## src/logic/uau_pkg.sv

```systemverilog
// Purpose: Shared constants and types for the buffered serial transceiver
// Assumes: 10 MHz system clock, plain register port, 8-bit addresses
// Notes:   Every offset lives here, with field positions and the divider, oversampling and limit reset values
package uau_pkg;
    // Clock and bus
    localparam int CLK_HZ = 10_000_000;
    localparam int AW     = 8;
    localparam int DW     = 32;

    // Register offsets (byte addresses)
    localparam logic [AW-1:0] A_CTRL    = 8'h00;
    localparam logic [AW-1:0] A_BAUD    = 8'h04;
    localparam logic [AW-1:0] A_LIMIT   = 8'h08;
    localparam logic [AW-1:0] A_STAT    = 8'h0C;
    localparam logic [AW-1:0] A_IRQ_ST  = 8'h10;
    localparam logic [AW-1:0] A_IRQ_MSK = 8'h14;
    localparam logic [AW-1:0] A_DATA1   = 8'h20;
    localparam logic [AW-1:0] A_DATA2   = 8'h24;
    localparam logic [AW-1:0] A_DATA3   = 8'h28;
    localparam logic [AW-1:0] A_DATA4   = 8'h2C;

    // Control field positions
    localparam int C_TXEN  = 0;
    localparam int C_RXEN  = 1;
    localparam int C_FLOW  = 2;
    localparam int C_PAREN = 3;
    localparam int C_PODD  = 4;
    localparam int C_MSB   = 5;
    localparam int C_1W    = 6;
    localparam int C_TXFL  = 8;
    localparam int C_RXFL  = 9;

    // Baud, limit and status field positions
    localparam int B_OSR   = 16;
    localparam int L_RX    = 8;
    localparam int S_RXCNT = 8;
    localparam int S_FLAGS = 16;

    // Bit timing; divider is clock cycles per oversample tick
    localparam int BAUD_DEF = 115200;
    localparam int OSR_DEF  = 4;
    localparam int DIV_DEF  = (CLK_HZ + BAUD_DEF * OSR_DEF / 2)
                              / (BAUD_DEF * OSR_DEF);
    localparam logic [15:0] DIV_RST = 16'(DIV_DEF);
    localparam logic [4:0]  OSR_RST = 5'(OSR_DEF);
    localparam logic [4:0]  OSR_MIN = 5'h04;
    localparam logic [4:0]  OSR_MAX = 5'h10;

    // FIFO geometry and limit reset values
    localparam int FIFO_DEPTH = 16;
    localparam int CNT_W      = 5;
    localparam logic [CNT_W-1:0] FIFO_FULL = 5'h10;
    localparam logic [CNT_W-1:0] TXLIM_RST = 5'h04;
    localparam logic [CNT_W-1:0] RXLIM_RST = 5'h0C;

    // Interrupt status bits and groups
    localparam int I_SENT = 0;
    localparam int I_TXE  = 1;
    localparam int I_TXL  = 2;
    localparam int I_RCVD = 3;
    localparam int I_RXF  = 4;
    localparam int I_RXL  = 5;
    localparam int I_TXU  = 6;
    localparam int I_RXO  = 7;
    localparam int I_FRM  = 8;
    localparam int I_PAR  = 9;
    localparam int IRQ_W  = 10;
    localparam logic [IRQ_W-1:0] GRP_TX  = 10'h007;
    localparam logic [IRQ_W-1:0] GRP_RX  = 10'h038;
    localparam logic [IRQ_W-1:0] GRP_ERR = 10'h3C0;

    // Serial frame states
    typedef enum logic [2:0] {
        ST_IDLE  = 3'b000,
        ST_START = 3'b001,
        ST_DATA  = 3'b010,
        ST_PAR   = 3'b011,
        ST_STOP  = 3'b100
    } uau_st_e;

    // Line configuration
    typedef struct packed {
        logic        tx_en;
        logic        rx_en;
        logic        flow_en;
        logic        par_en;
        logic        par_odd;
        logic        msb_first;
        logic        one_wire;
        logic [15:0] div;
        logic [4:0]  osr;
    } uau_cfg_s;
endpackage

```

## src/logic/uau_fifo.sv

```systemverilog
// Purpose: Byte FIFO taking or giving up to four bytes per cycle
// Assumes: Caller asks for at most four bytes each way
// Notes:   Requests beyond space or content are trimmed, not stalled
`timescale 1ns/1ps
module uau_fifo (
    // Clock and reset
    input  wire logic                    clk,
    input  wire logic                    srst,
    // Control
    input  wire logic                    flush,
    // Fill side
    input  wire logic [2:0]              push_n,
    input  wire logic [31:0]             push_d,
    // Drain side
    input  wire logic [2:0]              pop_n,
    output logic      [31:0]             peek,
    // Status
    output logic      [uau_pkg::CNT_W-1:0] count
);
    import uau_pkg::*;

    logic [7:0]       mem_r [FIFO_DEPTH];
    logic [3:0]       wp_r;
    logic [3:0]       rp_r;
    logic [CNT_W-1:0] cnt_r;
    logic [CNT_W-1:0] free;
    logic [2:0]       wn;
    logic [2:0]       pn;

    // Trim requests to what fits
    assign free = FIFO_FULL - cnt_r;
    assign wn = (CNT_W'(push_n) > free) ? free[2:0] : push_n;
    assign pn = (CNT_W'(pop_n) > cnt_r) ? cnt_r[2:0] : pop_n;
    assign count = cnt_r;

    // Storage, low byte first
    always_ff @(posedge clk) begin
        for (int i = 0; i < 4; i++) begin
            if (3'(i) < wn)
                mem_r[wp_r + 4'(i)] <= push_d[8*i +: 8];
        end
    end

    // Pointers and count; flush wins over traffic
    always_ff @(posedge clk) begin
        if (srst || flush) begin
            wp_r  <= 4'h0;
            rp_r  <= 4'h0;
            cnt_r <= 5'h00;
        end else begin
            wp_r  <= wp_r + 4'(wn);
            rp_r  <= rp_r + 4'(pn);
            cnt_r <= cnt_r + CNT_W'(wn) - CNT_W'(pn);
        end
    end

    // Oldest four bytes
    genvar g;
    generate
        for (g = 0; g < 4; g++) begin : g_peek
            assign peek[8*g +: 8] = mem_r[rp_r + 4'(g)];
        end
    endgenerate
endmodule

```

## src/logic/uau_top.sv

```systemverilog
// Purpose: Buffered serial transceiver with byte FIFOs and grouped IRQs
// Assumes: Pins synchronous to CLK; one bus strobe per cycle at most
// Notes:   Register port and serial pins share the one clock
`timescale 1ns/1ps
module uau_top (
    // Clock and reset
    input  wire logic                     CLK,
    input  wire logic                     SRST,
    // Register port
    input  wire logic [uau_pkg::AW-1:0]   ADDR,
    input  wire logic [uau_pkg::DW-1:0]   WDATA,
    input  wire logic                     WR,
    input  wire logic                     RD,
    output logic      [uau_pkg::DW-1:0]   RDATA,
    // Serial line
    input  wire logic                     RXD,
    output logic                          TXD,
    output logic                          TXD_OE_N,
    input  wire logic                     CTS_N,
    output logic                          RTS_N,
    // Interrupts
    output logic                          IRQ_TX,
    output logic                          IRQ_RX,
    output logic                          IRQ_ERR
);
    import uau_pkg::*;

    uau_cfg_s         cfg_r;
    logic [CNT_W-1:0] txlim_r;
    logic [CNT_W-1:0] rxlim_r;
    logic [IRQ_W-1:0] ist_r;
    logic [IRQ_W-1:0] imsk_r;
    logic [IRQ_W-1:0] ev;
    logic [DW-1:0]    rd_nxt;
    logic [2:0]       acc_n;
    logic             tx_flush;
    logic             rx_flush;
    logic [CNT_W-1:0] tx_cnt;
    logic [CNT_W-1:0] rx_cnt;
    logic [31:0]      tx_peek;
    logic [31:0]      rx_peek;
    logic             tx_empty;
    logic             tx_low;
    logic             rx_full;
    logic             rx_high;
    logic [3:0]       flg_q_r;
    logic [15:0]      div_cnt_r;
    logic             tick_r;
    uau_st_e          tx_st_r;
    logic [7:0]       tx_sh_r;
    logic [2:0]       tx_bit_r;
    logic [4:0]       tx_smp_r;
    logic             tx_par_r;
    logic             tx_line_r;
    logic             tx_bit_v;
    logic             tx_go;
    logic             tx_end;
    uau_st_e          rx_st_r;
    logic [7:0]       rx_sh_r;
    logic [2:0]       rx_bit_r;
    logic [4:0]       rx_smp_r;
    logic             rx_pb_r;
    logic             rxd_q_r;
    logic [4:0]       rx_tgt;
    logic             rx_hit;
    logic             rx_done;
    logic [7:0]       rx_byte;

    // Data window size from address
    function automatic logic [2:0] data_n(input logic [AW-1:0] a);
        if (a == A_DATA1)
            data_n = 3'd1;
        else if (a == A_DATA2)
            data_n = 3'd2;
        else if (a == A_DATA3)
            data_n = 3'd3;
        else if (a == A_DATA4)
            data_n = 3'd4;
        else
            data_n = 3'd0;
    endfunction

    // Bit reversal for MSB-first framing
    function automatic logic [7:0] rev8(input logic [7:0] d);
        for (int i = 0; i < 8; i++)
            rev8[i] = d[7-i];
    endfunction

    assign acc_n    = data_n(ADDR);
    assign tx_flush = WR && ADDR == A_CTRL && WDATA[C_TXFL];
    assign rx_flush = WR && ADDR == A_CTRL && WDATA[C_RXFL];

    uau_fifo u_txf (
        .clk    (CLK),
        .srst   (SRST),
        .flush  (tx_flush),
        .push_n (WR ? acc_n : 3'd0),
        .push_d (WDATA),
        .pop_n  ({2'b00, tx_go}),
        .peek   (tx_peek),
        .count  (tx_cnt)
    );

    uau_fifo u_rxf (
        .clk    (CLK),
        .srst   (SRST),
        .flush  (rx_flush),
        .push_n ({2'b00, rx_done}),
        .push_d ({24'h000000, rx_byte}),
        .pop_n  (RD ? acc_n : 3'd0),
        .peek   (rx_peek),
        .count  (rx_cnt)
    );

    assign tx_empty = tx_cnt == 5'h00;
    assign tx_low   = tx_cnt < txlim_r;
    assign rx_full  = rx_cnt == FIFO_FULL;
    assign rx_high  = rx_cnt > rxlim_r;

    // Configuration writes; OSR clamped so bit timing stays sane
    always_ff @(posedge CLK) begin
        if (SRST) begin
            cfg_r   <= '{tx_en: 1'b0, rx_en: 1'b0, flow_en: 1'b0,
                         par_en: 1'b0, par_odd: 1'b0, msb_first: 1'b0,
                         one_wire: 1'b0, div: DIV_RST, osr: OSR_RST};
            txlim_r <= TXLIM_RST;
            rxlim_r <= RXLIM_RST;
            imsk_r  <= '0;
        end else if (WR) begin
            if (ADDR == A_CTRL) begin
                cfg_r.tx_en     <= WDATA[C_TXEN];
                cfg_r.rx_en     <= WDATA[C_RXEN];
                cfg_r.flow_en   <= WDATA[C_FLOW];
                cfg_r.par_en    <= WDATA[C_PAREN];
                cfg_r.par_odd   <= WDATA[C_PODD];
                cfg_r.msb_first <= WDATA[C_MSB];
                cfg_r.one_wire  <= WDATA[C_1W];
            end else if (ADDR == A_BAUD) begin
                // divider of zero acts as one
                cfg_r.div <= (WDATA[15:0] == 16'h0000) ? 16'h0001
                                                      : WDATA[15:0];
                if (WDATA[B_OSR +: 5] < OSR_MIN)
                    cfg_r.osr <= OSR_MIN;
                else if (WDATA[B_OSR +: 5] > OSR_MAX)
                    cfg_r.osr <= OSR_MAX;
                else
                    cfg_r.osr <= WDATA[B_OSR +: 5];
            end else if (ADDR == A_LIMIT) begin
                txlim_r <= WDATA[CNT_W-1:0];
                rxlim_r <= WDATA[L_RX +: CNT_W];
            end else if (ADDR == A_IRQ_MSK) begin
                imsk_r <= WDATA[IRQ_W-1:0];
            end
        end
    end

    // Read mux; FIFO bytes beyond content read as zero
    always_comb begin
        rd_nxt = '0;
        if (ADDR == A_CTRL) begin
            rd_nxt[6:0] = {cfg_r.one_wire, cfg_r.msb_first,
                           cfg_r.par_odd, cfg_r.par_en, cfg_r.flow_en,
                           cfg_r.rx_en, cfg_r.tx_en};
        end else if (ADDR == A_BAUD) begin
            rd_nxt = {11'h000, cfg_r.osr, cfg_r.div};
        end else if (ADDR == A_LIMIT) begin
            rd_nxt[CNT_W-1:0]     = txlim_r;
            rd_nxt[L_RX +: CNT_W] = rxlim_r;
        end else if (ADDR == A_STAT) begin
            rd_nxt[CNT_W-1:0]        = tx_cnt;
            rd_nxt[S_RXCNT +: CNT_W] = rx_cnt;
            rd_nxt[S_FLAGS +: 6]     = {rx_st_r != ST_IDLE,
                                        tx_st_r != ST_IDLE,
                                        rx_high, rx_full,
                                        tx_low, tx_empty};
        end else if (ADDR == A_IRQ_ST) begin
            rd_nxt[IRQ_W-1:0] = ist_r;
        end else if (ADDR == A_IRQ_MSK) begin
            rd_nxt[IRQ_W-1:0] = imsk_r;
        end else begin
            for (int i = 0; i < 4; i++) begin
                if (3'(i) < acc_n && CNT_W'(i) < rx_cnt)
                    rd_nxt[8*i +: 8] = rx_peek[8*i +: 8];
            end
        end
    end

    // Read data stands one cycle after the strobe only
    always_ff @(posedge CLK) begin
        if (SRST || !RD)
            RDATA <= '0;
        else
            RDATA <= rd_nxt;
    end

    always_ff @(posedge CLK) begin
        if (SRST || div_cnt_r >= cfg_r.div - 16'h0001) begin
            div_cnt_r <= 16'h0000;
            tick_r    <= !SRST;
        end else begin
            div_cnt_r <= div_cnt_r + 16'h0001;
            tick_r    <= 1'b0;
        end
    end

    // with flow control on, no new character while CTS inactive
    assign tx_go  = tx_st_r == ST_IDLE && cfg_r.tx_en && !tx_empty
                    && (!cfg_r.flow_en || !CTS_N);
    assign tx_end = tick_r && tx_smp_r == cfg_r.osr - 5'h01;

    always_ff @(posedge CLK) begin
        if (SRST) begin
            tx_st_r  <= ST_IDLE;
            tx_sh_r  <= 8'h00;
            tx_bit_r <= 3'h0;
            tx_smp_r <= 5'h00;
            tx_par_r <= 1'b0;
        end else if (tx_st_r == ST_IDLE) begin
            if (tx_go) begin
                tx_st_r  <= ST_START;
                tx_smp_r <= 5'h00;
                tx_bit_r <= 3'h0;
                // reverse so bit 0 always leaves first
                tx_sh_r  <= cfg_r.msb_first ? rev8(tx_peek[7:0])
                                            : tx_peek[7:0];
                tx_par_r <= ^tx_peek[7:0] ^ cfg_r.par_odd;
            end
        end else if (tick_r) begin
            tx_smp_r <= tx_end ? 5'h00 : tx_smp_r + 5'h01;
            if (tx_end) begin
                case (tx_st_r)
                    ST_START: tx_st_r <= ST_DATA;
                    ST_DATA: begin
                        tx_sh_r  <= {1'b0, tx_sh_r[7:1]};
                        tx_bit_r <= tx_bit_r + 3'h1;
                        if (tx_bit_r == 3'h7)
                            tx_st_r <= cfg_r.par_en ? ST_PAR : ST_STOP;
                    end
                    ST_PAR:  tx_st_r <= ST_STOP;
                    default: tx_st_r <= ST_IDLE;
                endcase
            end
        end
    end

    // Line level for the current bit
    always_comb begin
        case (tx_st_r)
            ST_START: tx_bit_v = 1'b0;
            ST_DATA:  tx_bit_v = tx_sh_r[0];
            ST_PAR:   tx_bit_v = tx_par_r;
            default:  tx_bit_v = 1'b1;
        endcase
    end

    always_ff @(posedge CLK) begin
        if (SRST) begin
            tx_line_r <= 1'b1;
            TXD       <= 1'b1;
            TXD_OE_N  <= 1'b0;
        end else begin
            tx_line_r <= tx_bit_v;
            TXD       <= cfg_r.one_wire ? 1'b0 : tx_bit_v;
            TXD_OE_N  <= cfg_r.one_wire ? tx_bit_v : 1'b0;
        end
    end

    // half a bit to the start centre, then whole bits
    assign rx_tgt  = (rx_st_r == ST_START) ? (cfg_r.osr >> 1) - 5'h01
                                           : cfg_r.osr - 5'h01;
    assign rx_hit  = tick_r && rx_smp_r == rx_tgt;
    assign rx_done = rx_hit && rx_st_r == ST_STOP;
    assign rx_byte = cfg_r.msb_first ? rev8(rx_sh_r) : rx_sh_r;

    // receive framing; disabling aborts a frame
    always_ff @(posedge CLK) begin
        if (SRST) begin
            rx_st_r  <= ST_IDLE;
            rx_sh_r  <= 8'h00;
            rx_bit_r <= 3'h0;
            rx_smp_r <= 5'h00;
            rx_pb_r  <= 1'b0;
            rxd_q_r  <= 1'b1;
        end else begin
            rxd_q_r <= RXD;
            if (!cfg_r.rx_en) begin
                rx_st_r <= ST_IDLE;
            end else if (rx_st_r == ST_IDLE) begin
                if (rxd_q_r && !RXD) begin
                    rx_st_r  <= ST_START;
                    rx_smp_r <= 5'h00;
                    rx_bit_r <= 3'h0;
                end
            end else if (tick_r) begin
                rx_smp_r <= rx_hit ? 5'h00 : rx_smp_r + 5'h01;
                if (rx_hit) begin
                    case (rx_st_r)
                        // Glitch shorter than half a bit is dropped
                        ST_START: rx_st_r <= RXD ? ST_IDLE : ST_DATA;
                        ST_DATA: begin
                            rx_sh_r  <= {RXD, rx_sh_r[7:1]};
                            rx_bit_r <= rx_bit_r + 3'h1;
                            if (rx_bit_r == 3'h7)
                                rx_st_r <= cfg_r.par_en ? ST_PAR
                                                        : ST_STOP;
                        end
                        ST_PAR: begin
                            rx_pb_r <= RXD;
                            rx_st_r <= ST_STOP;
                        end
                        default: rx_st_r <= ST_IDLE;
                    endcase
                end
            end
        end
    end

    // RTS dropped while receive FIFO is full
    always_ff @(posedge CLK) begin
        if (SRST)
            RTS_N <= 1'b1;
        else
            RTS_N <= !(cfg_r.flow_en && cfg_r.rx_en && !rx_full);
    end

    // Previous level flags for edge events
    always_ff @(posedge CLK) begin
        if (SRST)
            flg_q_r <= 4'b0011;
        else
            flg_q_r <= {rx_high, rx_full, tx_low, tx_empty};
    end

    always_comb begin
        ev          = '0;
        ev[I_SENT]  = tx_end && tx_st_r == ST_STOP;
        ev[I_TXE]   = tx_empty && !flg_q_r[0];
        ev[I_TXL]   = tx_low && !flg_q_r[1];
        ev[I_RCVD]  = rx_done && !rx_full;
        ev[I_RXF]   = rx_full && !flg_q_r[2];
        ev[I_RXL]   = rx_high && !flg_q_r[3];
        // Transmitter ran dry at the end of a character
        ev[I_TXU]   = ev[I_SENT] && tx_empty && cfg_r.tx_en;
        ev[I_RXO]   = rx_done && rx_full;
        ev[I_FRM]   = rx_done && !RXD;
        ev[I_PAR]   = rx_done && cfg_r.par_en
                      && (rx_pb_r != (^rx_sh_r ^ cfg_r.par_odd));
    end

    // Sticky status; a new event beats the read clear
    always_ff @(posedge CLK) begin
        if (SRST)
            ist_r <= '0;
        else if (RD && ADDR == A_IRQ_ST)
            ist_r <= ev;
        else
            ist_r <= ist_r | ev;
    end

    always_ff @(posedge CLK) begin
        if (SRST) begin
            IRQ_TX  <= 1'b0;
            IRQ_RX  <= 1'b0;
            IRQ_ERR <= 1'b0;
        end else begin
            IRQ_TX  <= |(ist_r & imsk_r & GRP_TX);
            IRQ_RX  <= |(ist_r & imsk_r & GRP_RX);
            IRQ_ERR <= |(ist_r & imsk_r & GRP_ERR);
        end
    end
endmodule

```

## config.mk

```make
export PLATFORM = sky130hd
export DESIGN_NAME = uau_top
export DESIGN_NICKNAME = d
export VERILOG_FILES = /design/src/logic/uau_pkg.sv /design/src/logic/uau_fifo.sv /design/src/logic/uau_top.sv
export SDC_FILE = /design/constraint.sdc
export NUM_CORES = 1
export LEC_CHECK = 0
export ABC_CLOCK_PERIOD_IN_PS = 7700
export BUFFER_PORTS_ARGS = -buffer_cell sky130_fd_sc_hd__buf_4
export CAP_MARGIN = 25
export CORE_MARGIN = 2
export CORE_UTILIZATION = 69
export DETAILED_ROUTE_END_ITERATION = 8
export GPL_ROUTABILITY_DRIVEN = 1
export PLACE_DENSITY_LB_ADDON = 0.12
export SYNTH_ARGS = -nofsm -noshare
export SYNTH_HDL_FRONTEND = slang
export SYNTH_SLANG_ARGS = --single-unit
export TNS_END_PERCENT = 10
```

## constraint.sdc

```tcl
create_clock -name CLK -period 7.7 [get_ports CLK]
set_clock_uncertainty 0.05 [all_clocks]
set_input_delay 1.54 -clock CLK [delete_from_list [all_inputs] [get_ports CLK]]
set_output_delay 1.54 -clock CLK [all_outputs]
set_load 0.1 [all_outputs]
```

==> results of run 1 <==
[cells in the mapped netlist, types with 11 or more instances]
cell type	n	area share (%)
clkbuf_1	116	1.6
xor2_1	41	1.3
buf_1	25	0.34
mux2_2	109	4.5
buf_2	24	0.44
mux2i_1	163	5.9
nand2b_1	13	0.30
nand2_1	228	3.1
a21o_1	53	1.4
inv_1	62	0.85
edfxtp_1	256	28
nand3_1	40	0.73
dfxtp_1	184	13
a21oi_1	131	2.4
a211oi_1	34	0.93
nor3_1	35	0.64
and3_1	15	0.34
a22oi_1	29	0.79
nor2_1	207	2.8
a222oi_1	11	0.40
mux4_2	177	14
nor2b_1	17	0.39
and2_1	18	0.41
o21ai_0	70	1.3
ha_1	78	3.5
mux4_1	19	1.8
xnor2_1	52	1.7
[routing by layer]
| layer | vias up | share of wire [%] | routed length (um) |
|---|---|---|---|
| li1 | 9034 | - | - |
| met1 | 10300 | 36 | 29800 |
| met2 | 1613 | 45 | 37600 |
| met3 | 388 | 13 | 10700 |
| met4 | 10 | 5.6 | 4620 |
| met5 | - | 0.075 | 62 |
[flip-flops by register name, indices dropped and copies added (netlist names), 5 cells and up]
| name | flops |
|---|---|
| u_rxf.mem_r | 128 |
| u_txf.mem_r | 128 |
| RDATA | 32 |
| cfg_r | 28 |
| div_cnt_r | 16 |
| imsk_r | 10 |
| ist_r | 10 |
| rx_sh_r | 8 |
| tx_sh_r | 8 |
| rx_smp_r | 5 |
| rxlim_r | 5 |
| tx_smp_r | 5 |
| txlim_r | 5 |
| u_rxf.count | 5 |
| u_txf.count | 5 |
[worst reg2reg max path, cell delays in order (launching register included)]
cell and delay, ps:
dfxtp_1 490, inv_1 140, ha_1 250, a21boi_1 150, xnor2_1 310, mux2i_1 140, xor2_1 190, nor3_2 420
nand3_1 320, ha_1 280, or4_1 520, nor3_1 200, a41o_1 140, o2bb2ai_2 220, nand3_1 260, nor2_1 730
buf_4 290
[power by group]
group	leakage [uW]	internal (uW)	switching [uW]
Sequential	0.00382	2560	103
Combinational	0.00696	677	821
Clock	0.000789	1440	995
Total	0.0116	4680	1920
[per-stage QoR]
stage | hold slack (ps) | power [uW] | setup WS [ps] | std cells | area, um2
after CTS | 408 | 6540 | 2130 | 2947 | 29900
after global placement | 392 | 4080 | 1640 | 2850 | 28100
after global routing | 427 | 6780 | 1910 | 2957 | 30000
after floorplan | 380 | 3760 | 2400 | 2409 | 27500
after detailed placement | 400 | 4140 | 1530 | 2860 | 28200
final | 407 | 6600 | 2080 | 2957 | 30000
[cell type report]
cell class / count / area, um2
clock buffer: 62 / 1310
tap: 525 / 657
inverter: 63 / 236
fill: 2512 / 9540
clock inverter: 25 / 328
timing repair buffer: 119 / 980
multi-input combinational: 1723 / 15100
sequential: 440 / 11400
[cells by family (layout without fill, tap and decap cells)]
group | count (synthesis) | count (layout) | share of synthesized area [%]
muxes | 469 | 469 | 26.7
AOI/OAI and AO/OA | 405 | 405 | 9.48
DFF | 440 | 440 | 41.3
other | 2 | 10 | 0.0273
and+or+nand+nor | 657 | 657 | 11.1
adders and majority gates | 88 | 88 | 4.27
xor gates and xnor gates | 94 | 94 | 3.02
buffers and inverters | 246 | 269 | 3.98
[worst paths after layout]
check	from	slack, ps	cells past startpoint	endpoint
worst max register to register	cfg_r[1]	2320	16	u_rxf.mem_r[12][1]
worst max-delay path	ADDR[4]	2080	15	u_txf.mem_r[14][4]
worst min register to register	tx_sh_r[2]	410	2	tx_sh_r[2]
worst min-delay path	tx_sh_r[2]	410	2	tx_sh_r[2]
==> flow_summary.toml, run 1 <==
[clock_network]
worstSkewPairLatency_ps = 610
cts_hold_buf = 0
path_clk_slew_ps = 60
clkSinkCount = 440
cts_resized = 0
cts_buffers = 47
cts_tree = "built"
cts-root-buf = "clkbuf_16"
post_cts.repair.setup_buffers = 0
clockBufferDepth = 3
h-tree-depth = 2

[die]
pin_count = 84
core_area_mm2 = 0.0395
fp-row-count = 73
initial_utilization_pct = 69.6
dieArea_mm2 = 0.0415
die_h_um = 204
fp.dieW_um = 204

[synth]
yosysSeqAreaShare_pct = 41.3
ys_types = 89
synth_seq_cells = 440
syn_area_mm2 = 0.0275
synthArstFlopShare_pct = 0
yosys_warnings = 0
avgSynthCellArea_um2 = 11.5
syn_inst = 2401
synth-edff-count = 256
yosys_most_used_dff = "edfxtp_1"

[cells_and_area]
final_util_pct = 75.9
mostFrequentLayoutCells = "edfxtp_1, nand2_1, nor2_1"
area_growth_pct = 9.07
drive_gt1_share_pct = 22.3
insertedDiodeCount = 0
mostFrequentLayoutCell = "edfxtp_1"
nets = 2528

[setup_path]
end_kind = "flip-flop"
crit_slowest_cell = "nor2b_1"
required_ps = 7990
crit_path_start_kind = "input port"
worstPathArrival_ps = 5920
critPathBufInv = 1
crit_type = "input port to flip-flop"
crit_family = "simple AND/OR/NAND/NOR gates"
cp_max_fo = 9
max_stage_delay_ps = 650
crit_chain = "buf_4, nor4b_2, and2_1, nand2_1, or2_2, ha_1, nor2b_1, o21a_1, o2111a_1, mux2i_1, nor2b_1, nand3_1, mux2i_1, o21ai_1, mux2_2"

[grt]
met3_usage_pct = 11.4
met2_usage_pct = 62.0
antenna_found_initial = 5
overflow = 0
grtUsageTotal_pct = 40.2
grt_max_degree = 67
gr-max-usage-layer = "met2"
grt_pass1_vias = 20697
grtUsageMet1_pct = 52.8
grt_pass1_wl_um = 125000

[detailed_routing]
routed_wl_um = 82700
num_vias = 21345
drtPass1Iterations = 6
viasPerCell = 7.22
drc = 0
wire_per_inst_um = 28.0
first_iter_violations = 3101
ant_nets = 0

[place]
dpl.hpwl_um = 55200
portBuffers = 83
gp_congestion = 1.00

[outcome]
status = "complete, no violations"

[pwr]
peakVddDrop_mv = 0.326
p_leak_uw = 0.0116
powerDensity_mw_per_mm2 = 220

[timing]
setup_viol = 0
fin_crit_ps = 5620
max_slew_margin_pct = 27.0
fmax_mhz = 178
setup_tns_ps = 0
min_period_over_period_pct = 73.0
hold_viol = 0
slew_viol_final = 0
rsz0062_at_grt = "no"
worstMarginPinSlew_ps = 1090

[job]
max-cap-violations = 0

[worst_hold_path]
worstHoldPathType = "flip-flop to flip-flop"
(Power assumes the default switching activity.)
==> inputs of run 2 (changes only) <==
Settings changed: ABC_CLOCK_PERIOD_IN_PS 7700 to 5000, CORE_UTILIZATION 69 to 57.
Clock period 7.7 ns to 5 ns, I/O delays scaled along.
==> flow_summary.toml, run 2 (synthesis gave the netlist of run 1 again) <==
[clock_network]
h-tree-depth = 2
clkSinkCount = 440
path_clk_slew_ps = 60
cts_buffers = 50
cts-root-buf = "clkbuf_16"
clockBufferDepth = 3
worstSkewPairLatency_ps = 610
cts_resized = 0
cts_tree = "built"

[worst_hold_path]
min-delay-start = "tx_sh_r[6]"
worstHoldPathType = "flip-flop to flip-flop"
hold_depth = 2
min_to = "tx_sh_r[6]"

[grt]
overflow = 0
antenna_found_initial = 4
grtUsageTotal_pct = 32.8
grt_max_degree = 71
grt_pass1_wl_um = 124000
grt_pass1_vias = 20280

[timing]
setup_tns_ps = 0
hold_viol = 0
min_period_over_period_pct = 93.3
fmax_mhz = 214
setup_viol = 0
rsz0062_at_grt = "no"
max_slew_margin_pct = 33.1
fin_crit_ps = 4670
slew_viol_final = 0
worstMarginPinSlew_ps = 1000

[die]
initial_utilization_pct = 57.7
dieArea_mm2 = 0.0500
die_h_um = 224
fp-row-count = 80
pin_count = 84
fp.dieW_um = 224
core_area_mm2 = 0.0476

[setup_path]
r2r-start = "u_txf.count[1]"
crit_type = "flip-flop to flip-flop"
crit_path_start_kind = "flip-flop"
required_ps = 5420
r2r-end = "u_txf.count[4]"
cp_max_fo = 6
end_kind = "flip-flop"
reg2regPathDepth = 20
rrSetupSlack_ps = 330
worstPathArrival_ps = 5090

[detailed_routing]
routed_wl_um = 81000
ant_nets = 0
first_iter_violations = 2304
drc = 0
num_vias = 20625
viasPerCell = 6.61
drtPass1Iterations = 5
wire_per_inst_um = 26.0

[pwr]
p_leak_uw = 0.0119
powerDensity_mw_per_mm2 = 331
peakVddDrop_mv = 0.264

[cells_and_area]
reg_top3 = "u_rxf.mem_r x128, u_txf.mem_r x128, RDATA x32"
drive_gt1_share_pct = 24.1
mostFrequentLayoutCells = "edfxtp_1, nand2_1, nor2_1"
final_cell_area_mm2 = 0.0306
area_growth_pct = 11.0
insertedDiodeCount = 0
nets = 2600
mostFrequentLayoutCell = "edfxtp_1"
num-fill-cells = 3698

[place]
portBuffers = 83
post_dp_cell_area_mm2 = 0.0289
gp_congestion = 0.939
dpl.hpwl_um = 56300

[outcome]
status = "complete, no violations"

[job]
max-cap-violations = 0
==> run 2: per-stage QoR <==
stage	hold WS (ps)	cells	utilization (%)	setup WS [ps]	total power (uW)
floorplan	380	2409	-	239	5790
global placement	392	3028	60.7	79.3	6380
detailed placement	397	3028	60.7	14.5	6440
CTS	405	3120	64.1	350	10100
global route	434	3121	64.1	21.3	10500
finish	405	3121	64.1	333	10100
==> run 2: worst max path at each step <==
stage,cells after the start,end,start
5_1_grt,17,u_rxf.count[4],rx_st_r[0]
3_5_place_dp,18,u_txf.count[4],ADDR[4]
3_3_place_gp,18,u_rxf.count[4],ADDR[4]
6_report,20,u_txf.count[4],u_txf.count[1]
2_1_floorplan,18,u_rxf.count[4],ADDR[4]
4_1_cts,20,u_txf.count[4],u_txf.count[1]
==> run 2: cell type report <==
class	count	area (um2)	area share [%]
Multi-Input combinational cell	1723	15100	49.4
Sequential cell	440	11400	37.2
Timing Repair Buffer	188	1450	4.74
Clock buffer	68	1370	4.48
Tap cell	615	769	2.52
Clock inverter	24	263	0.860
Inverter	63	236	0.774
==> run 2: critical path, cell delays in order (launching register included) <==
cell	delay, ps
dfxtp_1	500
inv_1	80
ha_1	210
and3_1	190
ha_1	270
a2111oi_2	420
inv_1	130
ha_1	190
or4b_2	610
a31oi_1	190
mux2i_1	310
ha_1	290
inv_1	60
ha_1	160
inv_1	60
fa_1	390
inv_1	70
a21o_1	100
a21oi_1	70
xnor2_1	150
nor2_1	50
==> run 2: layer usage <==
metal	wire, um	share of wire, %	track usage [%]
met5	47	0.058	0
met4	2750	3.4	11.9
met3	7350	9.1	6.89
met2	38300	47	52.8
met1	32600	40	44.2
==> run 2: what timing repair did <==
action	CTS	global route
buffers inserted	0	1
hold buffers	0	0
setup endpoints to repair	0	1
==> run 2: power by group <==
part / total, uW / internal, uW / leakage, uW / switching [uW]
Clock: 3700 / 2170 / 0.000797 / 1530
Sequential: 4080 / 3950 / 0.00382 / 128
Combinational: 2330 / 1070 / 0.00728 / 1270
Total: 10100 / 7190 / 0.0119 / 2930
